**src/pshx_pkg.sv**
```systemverilog
// pshx_pkg: shared constants, types and helpers for the pressure scan hex output block
// assumes a single 40 MHz system clock domain
package pshx_pkg;

   // ------------------------------------------------------------
   // clock and serial timing
   // ------------------------------------------------------------
   localparam int CLK_HZ = 40_000_000;
   localparam int BAUD_1200 = 1200;
   localparam int BAUD_2400 = 2400;
   localparam int BAUD_4800 = 4800;
   localparam int BAUD_9600 = 9600;
   localparam int BAUD_19200 = 19200;
   localparam int DIV_W = 16;
   localparam logic [DIV_W-1:0] DIV_1200 = DIV_W'(CLK_HZ / BAUD_1200);
   localparam logic [DIV_W-1:0] DIV_2400 = DIV_W'(CLK_HZ / BAUD_2400);
   localparam logic [DIV_W-1:0] DIV_4800 = DIV_W'(CLK_HZ / BAUD_4800);
   localparam logic [DIV_W-1:0] DIV_9600 = DIV_W'(CLK_HZ / BAUD_9600);
   localparam logic [DIV_W-1:0] DIV_19200 = DIV_W'(CLK_HZ / BAUD_19200);

   // ------------------------------------------------------------
   // line rate selection codes
   // ------------------------------------------------------------
   localparam logic [2:0] RATE_1200 = 3'h0;
   localparam logic [2:0] RATE_2400 = 3'h1;
   localparam logic [2:0] RATE_4800 = 3'h2;
   localparam logic [2:0] RATE_9600 = 3'h3;
   localparam logic [2:0] RATE_19200 = 3'h4;

   // ------------------------------------------------------------
   // character framing
   // ------------------------------------------------------------
   localparam int CHAR_W = 8;
   localparam int DATA_BITS = 8;
   localparam int FIFO_DEPTH = 8;
   localparam logic [3:0] LINE_LAST = 4'ha;
   localparam logic [3:0] IDX_CR = 4'h9;
   localparam logic [7:0] CHAR_CR = 8'h0d;
   localparam logic [7:0] CHAR_LF = 8'h0a;
   localparam logic [7:0] CHAR_ZERO = 8'h30;
   localparam logic [7:0] CHAR_UPPER_A = 8'h41;
   localparam logic [3:0] NIBBLE_TEN = 4'ha;
   localparam logic [3:0] BIT_LAST = 4'h7;

   // one raw pressure scan
   typedef struct packed {
      logic [7:0] freq_hi;
      logic [7:0] freq_lo;
      logic [7:0] freq_frac;
      logic [11:0] temp_comp;
   } pshx_scan_s;

   typedef enum logic [1:0] {
      PSHX_TX_IDLE,
      PSHX_TX_START,
      PSHX_TX_DATA,
      PSHX_TX_STOP
   } pshx_tx_e;

   typedef enum logic [1:0] {
      PSHX_RX_IDLE,
      PSHX_RX_START,
      PSHX_RX_DATA,
      PSHX_RX_STOP
   } pshx_rx_e;

   // nibble to upper-case ascii hex
   function automatic logic [7:0] pshx_hex(input logic [3:0] nib);
      if (nib < NIBBLE_TEN) begin
         pshx_hex = CHAR_ZERO + {4'h0, nib};
      end else begin
         pshx_hex = CHAR_UPPER_A + {4'h0, nib - NIBBLE_TEN};
      end
   endfunction : pshx_hex

   // bit period in clocks for a rate code, unknown codes fall back to 9600
   function automatic logic [DIV_W-1:0] pshx_div(input logic [2:0] code);
      case (code)
         RATE_1200: pshx_div = DIV_1200;
         RATE_2400: pshx_div = DIV_2400;
         RATE_4800: pshx_div = DIV_4800;
         RATE_19200: pshx_div = DIV_19200;
         default: pshx_div = DIV_9600;
      endcase
   endfunction : pshx_div

endpackage : pshx_pkg

```
**src/pshx_fifo.sv**
```systemverilog
// pshx_fifo: flip-flop fifo with valid/ready on both sides
// assumes one clock, synchronous active-high reset
`timescale 1ns/100ps
module pshx_fifo #(
   parameter int WIDTH = 8,
   parameter int DEPTH = 8
) (
   // clock and reset
   input wire logic sys_clk,
   input wire logic sys_rst,
   // fill side
   input wire logic in_valid,
   output logic in_ready,
   input wire logic [WIDTH-1:0] in_data,
   // drain side
   output logic out_valid,
   input wire logic out_ready,
   output logic [WIDTH-1:0] out_data
);
   localparam int PW = $clog2(DEPTH);

   logic [WIDTH-1:0] mem_r [DEPTH];
   logic [PW-1:0] wr_ptr_r;
   logic [PW-1:0] rd_ptr_r;
   logic [PW:0] count_r;
   logic push;
   logic pop;

   // ------------------------------------------------------------
   // handshakes
   // ------------------------------------------------------------
   assign in_ready = (count_r != (PW+1)'(DEPTH));
   assign out_valid = (count_r != '0);
   assign push = in_valid && in_ready;
   assign pop = out_valid && out_ready;
   assign out_data = mem_r[rd_ptr_r];

   // storage write
   always_ff @(posedge sys_clk) begin
      if (push) begin
         mem_r[wr_ptr_r] <= in_data;
      end
   end

   // pointers and fill count
   always_ff @(posedge sys_clk) begin
      if (sys_rst) begin
         wr_ptr_r <= '0;
         rd_ptr_r <= '0;
         count_r <= '0;
      end else begin
         if (push) begin
            wr_ptr_r <= (wr_ptr_r == PW'(DEPTH - 1)) ? '0 : wr_ptr_r + 1'b1;
         end
         if (pop) begin
            rd_ptr_r <= (rd_ptr_r == PW'(DEPTH - 1)) ? '0 : rd_ptr_r + 1'b1;
         end
         if (push && !pop) begin
            count_r <= count_r + 1'b1;
         end else if (pop && !push) begin
            count_r <= count_r - 1'b1;
         end
      end
   end

endmodule : pshx_fifo

```
**src/pshx_top.sv**
```systemverilog
// pshx_top: formats raw pressure scans into ascii hex lines on the remote serial output,
// and shares that port with the converted value stream, which a cr/lf line from the host halts
// assumes scan strobes and converted bytes come from logic on sys_clk; serial_rx is a pin
`timescale 1ns/100ps

// Behaviour
// - at most one pressure line per instrument scan strobe
// - each frequency byte sent as two hex characters
// - every line ends with cr then lf
// - first six characters are frequency bytes
// - next three characters are temperature compensation
// - bit rate selectable 1200 to 19200 baud
// - averaging never alters pressure line rate
// - converted stream starts running after reset
// - received cr lf line halts converted stream
// - full duplex, eight data bits, no parity
module pshx_top
   import pshx_pkg::*;
(
   // clock and reset
   input wire logic sys_clk,
   input wire logic sys_rst,
   // raw scan input, one strobe per instrument scan
   input wire logic scan_stb,
   input wire pshx_pkg::pshx_scan_s scan_data,
   // configuration
   input wire logic [2:0] pressure_line_rate_cmd,
   // converted value stream bytes
   input wire logic cvs_valid,
   output logic cvs_ready,
   input wire logic [7:0] cvs_data,
   output logic converted_value_stream_run,
   // serial pins
   input wire logic serial_rx,
   output logic serial_tx
);
   import pshx_pkg::*;

   // ------------------------------------------------------------
   // declarations
   // ------------------------------------------------------------
   pshx_scan_s pend_scan_r;
   pshx_scan_s line_scan_r;
   logic pend_r;
   logic line_busy_r;
   logic [3:0] idx_r;
   logic run_r;
   logic [DIV_W-1:0] div_r;
   logic fifo_in_valid;
   logic fifo_in_ready;
   logic [7:0] fifo_in_data;
   logic fifo_out_valid;
   logic fifo_out_ready;
   logic [7:0] fifo_out_data;
   logic line_start;
   logic cvs_take;
   pshx_tx_e tx_state_r;
   logic [DIV_W-1:0] tx_cnt_r;
   logic [3:0] tx_bit_r;
   logic [7:0] tx_shift_r;
   logic tx_r;
   logic rx_s1_r;
   logic rx_s2_r;
   pshx_rx_e rx_state_r;
   logic [DIV_W-1:0] rx_cnt_r;
   logic [3:0] rx_bit_r;
   logic [7:0] rx_shift_r;
   logic prev_cr_r;

   // character for a position in the line
   function automatic logic [7:0] line_char(input pshx_scan_s s, input logic [3:0] i);
      case (i)
         4'h0: line_char = pshx_hex(s.freq_hi[7:4]);
         4'h1: line_char = pshx_hex(s.freq_hi[3:0]);
         4'h2: line_char = pshx_hex(s.freq_lo[7:4]);
         4'h3: line_char = pshx_hex(s.freq_lo[3:0]);
         4'h4: line_char = pshx_hex(s.freq_frac[7:4]);
         4'h5: line_char = pshx_hex(s.freq_frac[3:0]);
         4'h6: line_char = pshx_hex(s.temp_comp[11:8]);
         4'h7: line_char = pshx_hex(s.temp_comp[7:4]);
         4'h8: line_char = pshx_hex(s.temp_comp[3:0]);
         IDX_CR: line_char = CHAR_CR;
         default: line_char = CHAR_LF;
      endcase
   endfunction : line_char

   // ------------------------------------------------------------
   // scan capture and line sequencing
   // ------------------------------------------------------------
   // a pending scan waits for the current line; a newer strobe replaces it
   assign line_start = pend_r && !line_busy_r;

   // every strobe latches its scan as pending regardless of any averaging elsewhere; a newer strobe overwrites it
   always_ff @(posedge sys_clk) begin
      if (sys_rst) begin
         pend_r <= 1'b0;
         pend_scan_r <= '0;
      end else begin
         if (scan_stb) begin
            pend_r <= 1'b1;
            pend_scan_r <= scan_data;
         end else if (line_start) begin
            pend_r <= 1'b0;
         end
      end
   end

   // line copy and character index, held until the lf is queued
   always_ff @(posedge sys_clk) begin
      if (sys_rst) begin
         line_busy_r <= 1'b0;
         line_scan_r <= '0;
         idx_r <= '0;
      end else if (line_start) begin
         line_busy_r <= 1'b1;
         line_scan_r <= pend_scan_r;
         idx_r <= '0;
      end else if (line_busy_r && fifo_in_ready) begin
         if (idx_r == LINE_LAST) begin
            line_busy_r <= 1'b0;
         end
         idx_r <= idx_r + 1'b1;
      end
   end

   // converted bytes only go between pressure lines
   assign cvs_take = run_r && !line_busy_r && !pend_r && fifo_in_ready;
   assign cvs_ready = cvs_take;
   assign fifo_in_valid = line_busy_r || (cvs_take && cvs_valid);
   assign fifo_in_data = line_busy_r ? line_char(line_scan_r, idx_r) : cvs_data;
   assign converted_value_stream_run = run_r;

   // ------------------------------------------------------------
   // character buffer
   // ------------------------------------------------------------
   pshx_fifo #(
      .WIDTH(CHAR_W),
      .DEPTH(FIFO_DEPTH)
   ) u_fifo (
      .sys_clk(sys_clk),
      .sys_rst(sys_rst),
      .in_valid(fifo_in_valid),
      .in_ready(fifo_in_ready),
      .in_data(fifo_in_data),
      .out_valid(fifo_out_valid),
      .out_ready(fifo_out_ready),
      .out_data(fifo_out_data)
   );

   // ------------------------------------------------------------
   // bit period
   // ------------------------------------------------------------
   // registered divisor for the selected line rate
   always_ff @(posedge sys_clk) begin
      if (sys_rst) begin
         div_r <= DIV_9600;
      end else begin
         div_r <= pshx_div(pressure_line_rate_cmd);
      end
   end

   // ------------------------------------------------------------
   // serial transmitter, 8 data bits, no parity, one stop
   // ------------------------------------------------------------
   assign fifo_out_ready = (tx_state_r == PSHX_TX_IDLE);
   assign serial_tx = tx_r;

   always_ff @(posedge sys_clk) begin
      if (sys_rst) begin
         tx_state_r <= PSHX_TX_IDLE;
         tx_cnt_r <= '0;
         tx_bit_r <= '0;
         tx_shift_r <= '0;
         tx_r <= 1'b1;
      end else begin
         case (tx_state_r)
            PSHX_TX_IDLE: begin
               tx_r <= 1'b1;
               if (fifo_out_valid) begin
                  tx_shift_r <= fifo_out_data;
                  tx_cnt_r <= div_r - 1'b1;
                  tx_r <= 1'b0;
                  tx_state_r <= PSHX_TX_START;
               end
            end
            PSHX_TX_START, PSHX_TX_DATA: begin
               if (tx_cnt_r != '0) begin
                  tx_cnt_r <= tx_cnt_r - 1'b1;
               end else begin
                  tx_cnt_r <= div_r - 1'b1;
                  if (tx_state_r == PSHX_TX_START) begin
                     tx_bit_r <= '0;
                     tx_r <= tx_shift_r[0];
                     tx_state_r <= PSHX_TX_DATA;
                  end else if (tx_bit_r == BIT_LAST) begin
                     tx_r <= 1'b1;
                     tx_state_r <= PSHX_TX_STOP;
                  end else begin
                     tx_bit_r <= tx_bit_r + 1'b1;
                     tx_r <= tx_shift_r[tx_bit_r[2:0] + 3'h1];
                  end
               end
            end
            PSHX_TX_STOP: begin
               if (tx_cnt_r != '0) begin
                  tx_cnt_r <= tx_cnt_r - 1'b1;
               end else begin
                  tx_state_r <= PSHX_TX_IDLE;
               end
            end
            default: tx_state_r <= PSHX_TX_IDLE;
         endcase
      end
   end

   // ------------------------------------------------------------
   // serial receiver for the halt line
   // ------------------------------------------------------------
   // two-stage synchroniser on the pin
   always_ff @(posedge sys_clk) begin
      if (sys_rst) begin
         rx_s1_r <= 1'b1;
         rx_s2_r <= 1'b1;
      end else begin
         rx_s1_r <= serial_rx;
         rx_s2_r <= rx_s1_r;
      end
   end

   // mid-bit sampling, runs while transmitting
   always_ff @(posedge sys_clk) begin
      if (sys_rst) begin
         rx_state_r <= PSHX_RX_IDLE;
         rx_cnt_r <= '0;
         rx_bit_r <= '0;
         rx_shift_r <= '0;
      end else begin
         case (rx_state_r)
            PSHX_RX_IDLE: begin
               if (!rx_s2_r) begin
                  rx_cnt_r <= div_r >> 1;
                  rx_state_r <= PSHX_RX_START;
               end
            end
            PSHX_RX_START: begin
               if (rx_cnt_r != '0) begin
                  rx_cnt_r <= rx_cnt_r - 1'b1;
               end else if (rx_s2_r) begin
                  rx_state_r <= PSHX_RX_IDLE;
               end else begin
                  rx_cnt_r <= div_r - 1'b1;
                  rx_bit_r <= '0;
                  rx_state_r <= PSHX_RX_DATA;
               end
            end
            PSHX_RX_DATA: begin
               if (rx_cnt_r != '0) begin
                  rx_cnt_r <= rx_cnt_r - 1'b1;
               end else begin
                  rx_cnt_r <= div_r - 1'b1;
                  rx_shift_r <= {rx_s2_r, rx_shift_r[7:1]};
                  rx_bit_r <= rx_bit_r + 1'b1;
                  if (rx_bit_r == BIT_LAST) begin
                     rx_state_r <= PSHX_RX_STOP;
                  end
               end
            end
            PSHX_RX_STOP: begin
               if (rx_cnt_r != '0) begin
                  rx_cnt_r <= rx_cnt_r - 1'b1;
               end else begin
                  rx_state_r <= PSHX_RX_IDLE;
               end
            end
            default: rx_state_r <= PSHX_RX_IDLE;
         endcase
      end
   end

   // stream runs from reset, halts on cr immediately followed by lf
   always_ff @(posedge sys_clk) begin
      if (sys_rst) begin
         run_r <= 1'b1;
         prev_cr_r <= 1'b0;
      end else if (rx_state_r == PSHX_RX_STOP && rx_cnt_r == '0 && rx_s2_r) begin
         prev_cr_r <= (rx_shift_r == CHAR_CR);
         if (prev_cr_r && rx_shift_r == CHAR_LF) begin
            run_r <= 1'b0;
         end
      end
   end

endmodule : pshx_top

```
**config.mk**
```make
export PLATFORM = sky130hd
export DESIGN_NAME = pshx_top
export DESIGN_NICKNAME = d
export VERILOG_FILES = /design/src/pshx_pkg.sv /design/src/pshx_fifo.sv /design/src/pshx_top.sv
export SDC_FILE = /design/constraint.sdc
export NUM_CORES = 1
export LEC_CHECK = 0
export ABC_AREA = 1
export BUFFER_PORTS_ARGS = -buffer_cell sky130_fd_sc_hd__buf_2
export CAP_MARGIN = 10
export CORE_UTILIZATION = 36
export DETAILED_ROUTE_END_ITERATION = 10
export SYNTH_ARGS = -nofsm -noshare
export SYNTH_HDL_FRONTEND = slang
export SYNTH_SLANG_ARGS = --single-unit
```
**constraint.sdc**
```tcl
create_clock -name sys_clk -period 4.1 [get_ports sys_clk]
set_input_delay 0.41 -clock sys_clk [delete_from_list [all_inputs] [get_ports sys_clk]]
set_output_delay 0.41 -clock sys_clk [all_outputs]
set_load 0.01 [all_outputs]
```
### Yosys cells after proc, flatten, opt, wreduce, memory -nomap -nowiden

Memories as Yosys holds them, arrays and structs flattened. A register that Yosys moved wholly into a read port is not among the register bits.
Index checks and enable logic that the tools add are counted.

| storage, ports and cells | value |
|---|---|
| register bits after elaboration | 161 |
| memory bits (writable) | 64 |
| memories | 1 |
| logic and storage cells | 222 |

Memory list:

| memory | words | width | read ports | clocked after memory_dff | wr ports | RTL line | source |
|---|---|---|---|---|---|---|---|
| u_fifo.mem_r | 8 | 8 | 1 | 1 | 1 | pshx_fifo.sv:22 | `logic [WIDTH-1:0] mem_r [DEPTH];` |

| cells by class | value |
|---|---|
| bitwise gates (word level) | 2 |
| $lt $le $gt $ge | 10 |
| add/subtract/negate cells | 38 |
| multiplexer cells | 59 |
| equality and inequality tests | 40 |
| reductions and logical operators | 45 |

Operators by type and width:

| cell | number |
|---|---|
| 2-to-1 mux 16 bit | 8 |
| one-hot mux 16 bit (4 select lines) | 2 |
| 2-to-1 mux 8 bit | 10 |
| one-hot mux 8 bit (10 select lines) | 1 |
| adder 7 x 4 -> 8 bit (first input constant) | 9 |
| adder 6 x 4 -> 7 bit (first input constant) | 9 |
| one-hot mux 16 bit (3 select lines) | 1 |
| subtractor 16 x 1 -> 16 bit (second input constant) | 3 |
| less-than comparator 4 bit (second input constant) | 9 |
| subtractor 4 bit (second input constant) | 9 |
| nonzero test 16 bit | 2 |
| 2-to-1 mux 4 bit | 7 |
| == test 4 x 3 -> 1 bit (second input constant) | 6 |
| 2-to-1 mux 2 bit | 11 |
| != test 2 bit (second input constant) | 11 |
| adder 4 x 1 -> 4 bit (second input constant) | 4 |
| == test 8 x 4 -> 1 bit (second input constant) | 2 |
| logical NOT 16 bit | 1 |
| logical AND 1 bit | 13 |
| == test 4 bit (second input constant) | 3 |
| 2-to-1 mux 1 bit | 12 |
| AND reduction 2 bit | 6 |
| nonzero test 2 bit | 6 |
| adder 3 x 1 -> 3 bit (second input constant) | 3 |
| other kinds (29) | 46 |

### Depth between registers and ports, before layout

| logic depth | value |
|---|---|
| depth in word-level cells | 11 |
| mapped depth | 17 |
| depth with buffers taken out | 17 |

### By module

From an unflattened synthesis, not the netlist that was laid out.

| unflattened totals | value |
|---|---|
| cells, all modules | 1769 |
| area, all modules | 12658.4 sq um |

Modules (own cells, without submodules):

| module | cells each | sequential area each (sq um) | times used | area each (sq um) |
|---|---|---|---|---|
| pshx_top | 1460 | 3083.0 | 1 | 9360.2 |
| pshx_fifo | 309 | 2182.1 | 1 | 3298.2 |

### Worst setup path after synthesis

No wires, ideal clock.

| path | value |
|---|---|
| path type | register to register |
| start point | register tx_state_r[0] |
| end point | register u_fifo.count_r[3] |
| path buffers | 1 |
| data arrival time | 2.213 ns |
| period minus slack after synthesis | 2.332 ns |
| required time | 3.981 ns |
| cell stages (with the launch flop) | 16 |
| slack | 1.768 ns |
| path through | dfxtp_1 > inv_1 > ha_1 > nand2_1 > buf_1 > ha_1 > inv_1 > ha_1 > nand2_1 > nand2_1 > a21oi_1 > nor2_1 > nor2_1 > nand2_1 > o21ai_0 > a21oi_1 |

| on the way | value |
|---|---|
| word-level cells in the longest chain between the ends | 5 |
| elaborated cells on any way between the ends | 7 |
| classes of those cells | mux (1); reduce/logical (6) |

RTL lines:

| what | RTL line | source |
|---|---|---|
| from (decl) | pshx_top.sv:57 | `pshx_tx_e tx_state_r;` |
| from (signal assigned) | pshx_top.sv:170 | `tx_state_r <= PSHX_TX_IDLE;` |
| from (signal assigned) | pshx_top.sv:183 | `tx_state_r <= PSHX_TX_START;` |
| from (signal assigned) | pshx_top.sv:194 | `tx_state_r <= PSHX_TX_DATA;` |
| logical NOT 2 bit (*) | pshx_top.sv:165 | `assign fifo_out_ready = (tx_state_r == PSHX_TX_IDLE);` |
| logical AND 1 bit (*) | pshx_fifo.sv:35 | `assign pop = out_valid && out_ready;` |
| logical NOT 1 bit | pshx_fifo.sv:58 | `if (push && !pop) begin` |
| logical AND 1 bit | pshx_fifo.sv:58 |  |
| 2-to-1 mux 4 bit / nonzero test 2 bit (equally long branches) | -- |  |
| to (signal assigned) | pshx_fifo.sv:59 | `count_r <= count_r + 1'b1;` |
| to (signal assigned) | pshx_fifo.sv:61 | `count_r <= count_r - 1'b1;` |
| to (decl) | pshx_fifo.sv:25 | `logic [PW:0] count_r;` |

Every way passes the cells marked *; elsewhere a longest branch is shown, timed or not.
A chain may end at the register's enable or synchronous reset.

### Worst setup path after layout

Ends and elaborated chain as after synthesis.

==> results.md <==
* Worst Hold Depth at 2
* Clock Skews at between 0.015 and 0.02 ns
* Async set-reset flop share out of synthesis at 0%
* Slew at the pin with the worst max-slew slack at 1.028 ns
* DP HPWL at about 22000 um
* Skew-Pair Late Insertion Delay at ~0.55 ns
* Die area at 35210 um^2
* Congestion Overflow GR at 0
* Most frequent cells in the layout: nand2_1 (350), nor2_1 (281), o21ai_0 (188), inv_1 (172), dfxtp_1 (164)
* Root Buffer: clkbuf_16
* Final hold violation count at 0
* Syn Nets at ~1800
* CP Launch Type: register
* Vias/cell at 4.931
* Vias in the first global route at roughly 10000
* Required time worst endpoint at about 4.5 ns
* # fillers at between 3000 and 4000
* PortBufs at 54
* Fin crit period at 2.525 ns
* Sum of buffers and inverters on the critical path at 2
* Final setup TNS at 0 ns
* WL final at about 30000 um
* Drt first pass iters at 5
* Maximum vdd drop at around 0.29 mV
* Worst path most repeated cell: nand2_1
* Post-CTS Hold Buffers at 0
* H-tree depth at 1
* Part of the cycle the worst path needs at 61.58%
* Nets at approximately 1800
* Setup Fix Bufs, Post-CTS at 0
* Die height at between 150 and 200 um
* Detailed router's first-iteration violation count at 581
* Crit-path max FO at 16
* CTS max path bufs at 3
* Avg Cell Area, Syn at approximately 7.3 um^2
* I/O pin total at 55
* RSZ-0062 raised after global routing: false
* Final setup viols at 0
* Slowest stage delay, CP at approximately 0.4 ns
* Family with the most delay on the worst path: adder cells
* DR vias at between 10000 and 15000
* CP max stage cell: nand2_1
* Register area share after synthesis at 41.95%
* Clk slew on worst S/H paths at 0.07 ns
* Top_reg_cell synth: dfxtp_1
* Post-synth cell types at 46
* Worst reg-to-reg setup slack at about 1.6 ns
* Resize count post-CTS at 0
* Initial antenna violation count at 0
* WP data arrival at around 3 ns
* Site Rows at 67
* Critical path, cell by cell: inv_1, ha_1, nand2_1, ha_1, inv_1, ha_1, nand2_1, nand2_1, a21oi_1, nor2_1, nor2_1, nand2_1, o21ai_0, a21oi_1
* Relative slew margins at roughly a third
* Ant diodes at 0
* CTS Buf Count at 25
* First-pass GRT wire length at 51290 um
* Routed Antenna Nets at 0
* Yosys warning count at 0
* Largest net degree at the start of global routing at 66
* Register-to-Register Path Depth at 14
* Mapped cell area at 12410 um^2
* Sink Count at 228
* Worst Hold Endpoint: rx_s1_r
* HP Start: serial_rx
* Worst hold path type: input pin to register
* Number of enable flip-flop cells after synthesis at 64
* Commonest non-fill, non-tap cell in the layout: nand2_1
* Total power draw at between 8 and 9 mW
* Wire per inst at roughly 14 um
* Max cap viols at 0
* P_leak at a little under 6 nW
* Setup crit end kind: register
* Total track usage at about 17%
* PD cells at roughly 610 nW/um^2
* Flops & latches, synth at roughly 230
* Placer congestion estimate at between 0.8 and 0.9
* Starting Density at 36.82%
* Fraction of layout cells with a size suffix above 1 at roughly 8%
* Critical R2R Capture: u_fifo.count_r[3]
* Cell count after synthesis at around 1700
* Slew Limit Fails at 0
* F_max at approximately 0.40 GHz
* Die X at 187.6 um
* Launch point of the worst reg-to-reg path: tx_state_r[0]
* Layout area overhead at 12.25%
* Core footprint at 33700 um^2
* Drt drc at 0
* CTS tree: yes
* Status: complete, no violations
* Crit path kind: register to register
==> synthesized netlist by cell type, types with 5 or more instances <==
| cell type | instances | area [um^2] |
|---|---|---|
| clkbuf_1 | 43 | 161.4 |
| o211ai_1 | 13 | 97.59 |
| nand2_1 | 351 | 1318 |
| nand3_1 | 98 | 490.5 |
| buf_2 | 6 | 30.03 |
| nor2_1 | 281 | 1055 |
| a21oi_2 | 8 | 70.07 |
| xnor2_1 | 15 | 131.4 |
| xor2_1 | 30 | 262.8 |
| dfxtp_1 | 164 | 3283 |
| nand4_1 | 9 | 56.30 |
| inv_1 | 173 | 649.4 |
| nand3b_1 | 8 | 60.06 |
| ha_1 | 53 | 663.1 |
| or2_2 | 5 | 31.28 |
| o21ai_0 | 188 | 940.9 |
| a21oi_1 | 108 | 540.5 |
| o22ai_1 | 15 | 93.84 |
| o221ai_1 | 8 | 70.07 |
| edfxtp_1 | 64 | 1922 |
| nor3_1 | 16 | 80.08 |
==> worst max-delay path by stage <==
stage                            from                 to  slack, ns  depth (start not counted)
finish                  tx_state_r[0]  u_fifo.count_r[3]       1.58                         14
global route        u_fifo.count_r[0]  u_fifo.count_r[3]       1.25                         14
CTS                     tx_state_r[0]  u_fifo.count_r[3]       1.57                         14
detailed placement      tx_state_r[0]  u_fifo.count_r[3]       1.59                         14
global placement        tx_state_r[0]  u_fifo.count_r[3]       1.60                         14
floorplan               tx_state_r[0]  u_fifo.count_r[3]       1.77                         15
==> sequential cells by signal (all words and copies together) (netlist names), 8 cells and up, named ones only <==
register,cells
div_r,11
line_scan_r,36
pend_scan_r,36
rx_cnt_r,16
rx_shift_r,8
tx_cnt_r,16
tx_shift_r,8
u_fifo.mem_r,64
==> final cells by class <==
type	count	area (um^2)	share of cell area, %
well taps	448	560.5	4.025
multi-input cells	1245	6284	45.12
flip-flops and latches	228	5205	37.37
clock inverters	11	151.4	1.087
inverters	177	664.4	4.770
clock buffers	34	709.4	5.094
repair buffers	65	352.8	2.533
==> through the flow <==
step / setup slack, ns / cells / hold WS, ns / util [%] / area (um^2)
2_1_floorplan: 1.768 / 1707 / 0.3895 / - / 12410
3_3_place_gp: 1.596 / 2163 / 0.3994 / 38.77 / 13070
3_5_place_dp: 1.591 / 2163 / 0.3977 / 38.77 / 13070
4_1_cts: 1.572 / 2208 / 0.05408 / 41.33 / 13930
5_1_grt: 1.246 / 2208 / 0.06077 / 41.33 / 13930
6_report: 1.575 / 2208 / 0.06733 / 41.33 / 13930
==> per-layer routing <==
layer,part of all wire (%),track usage [%],up-vias
met2,46,29.36,215
met5,0,0,-
met3,4.5,2.115,44
li1,-,-,5685
met4,2.3,5.066,0
met1,47,23.10,4943
==> cell families after synthesis <==
logic type,count (synthesis),share of synthesized area (%)
AO/OA/AOI/OAI,356,15.56
XOR/XNOR,45,3.177
adder cells (fa/ha/maj),54,5.506
buffers and inverters,234,7.422
flip-flops,228,41.95
AND/OR/NAND/NOR,790,26.38
==> power by group <==
group	switching, mW	internal, mW	leakage, nW
logic	2.23	1.11	3.56
registers	0.241	2.62	1.93
clock network	0.938	1.41	0.427
Power figures use the tool's default switching activity.
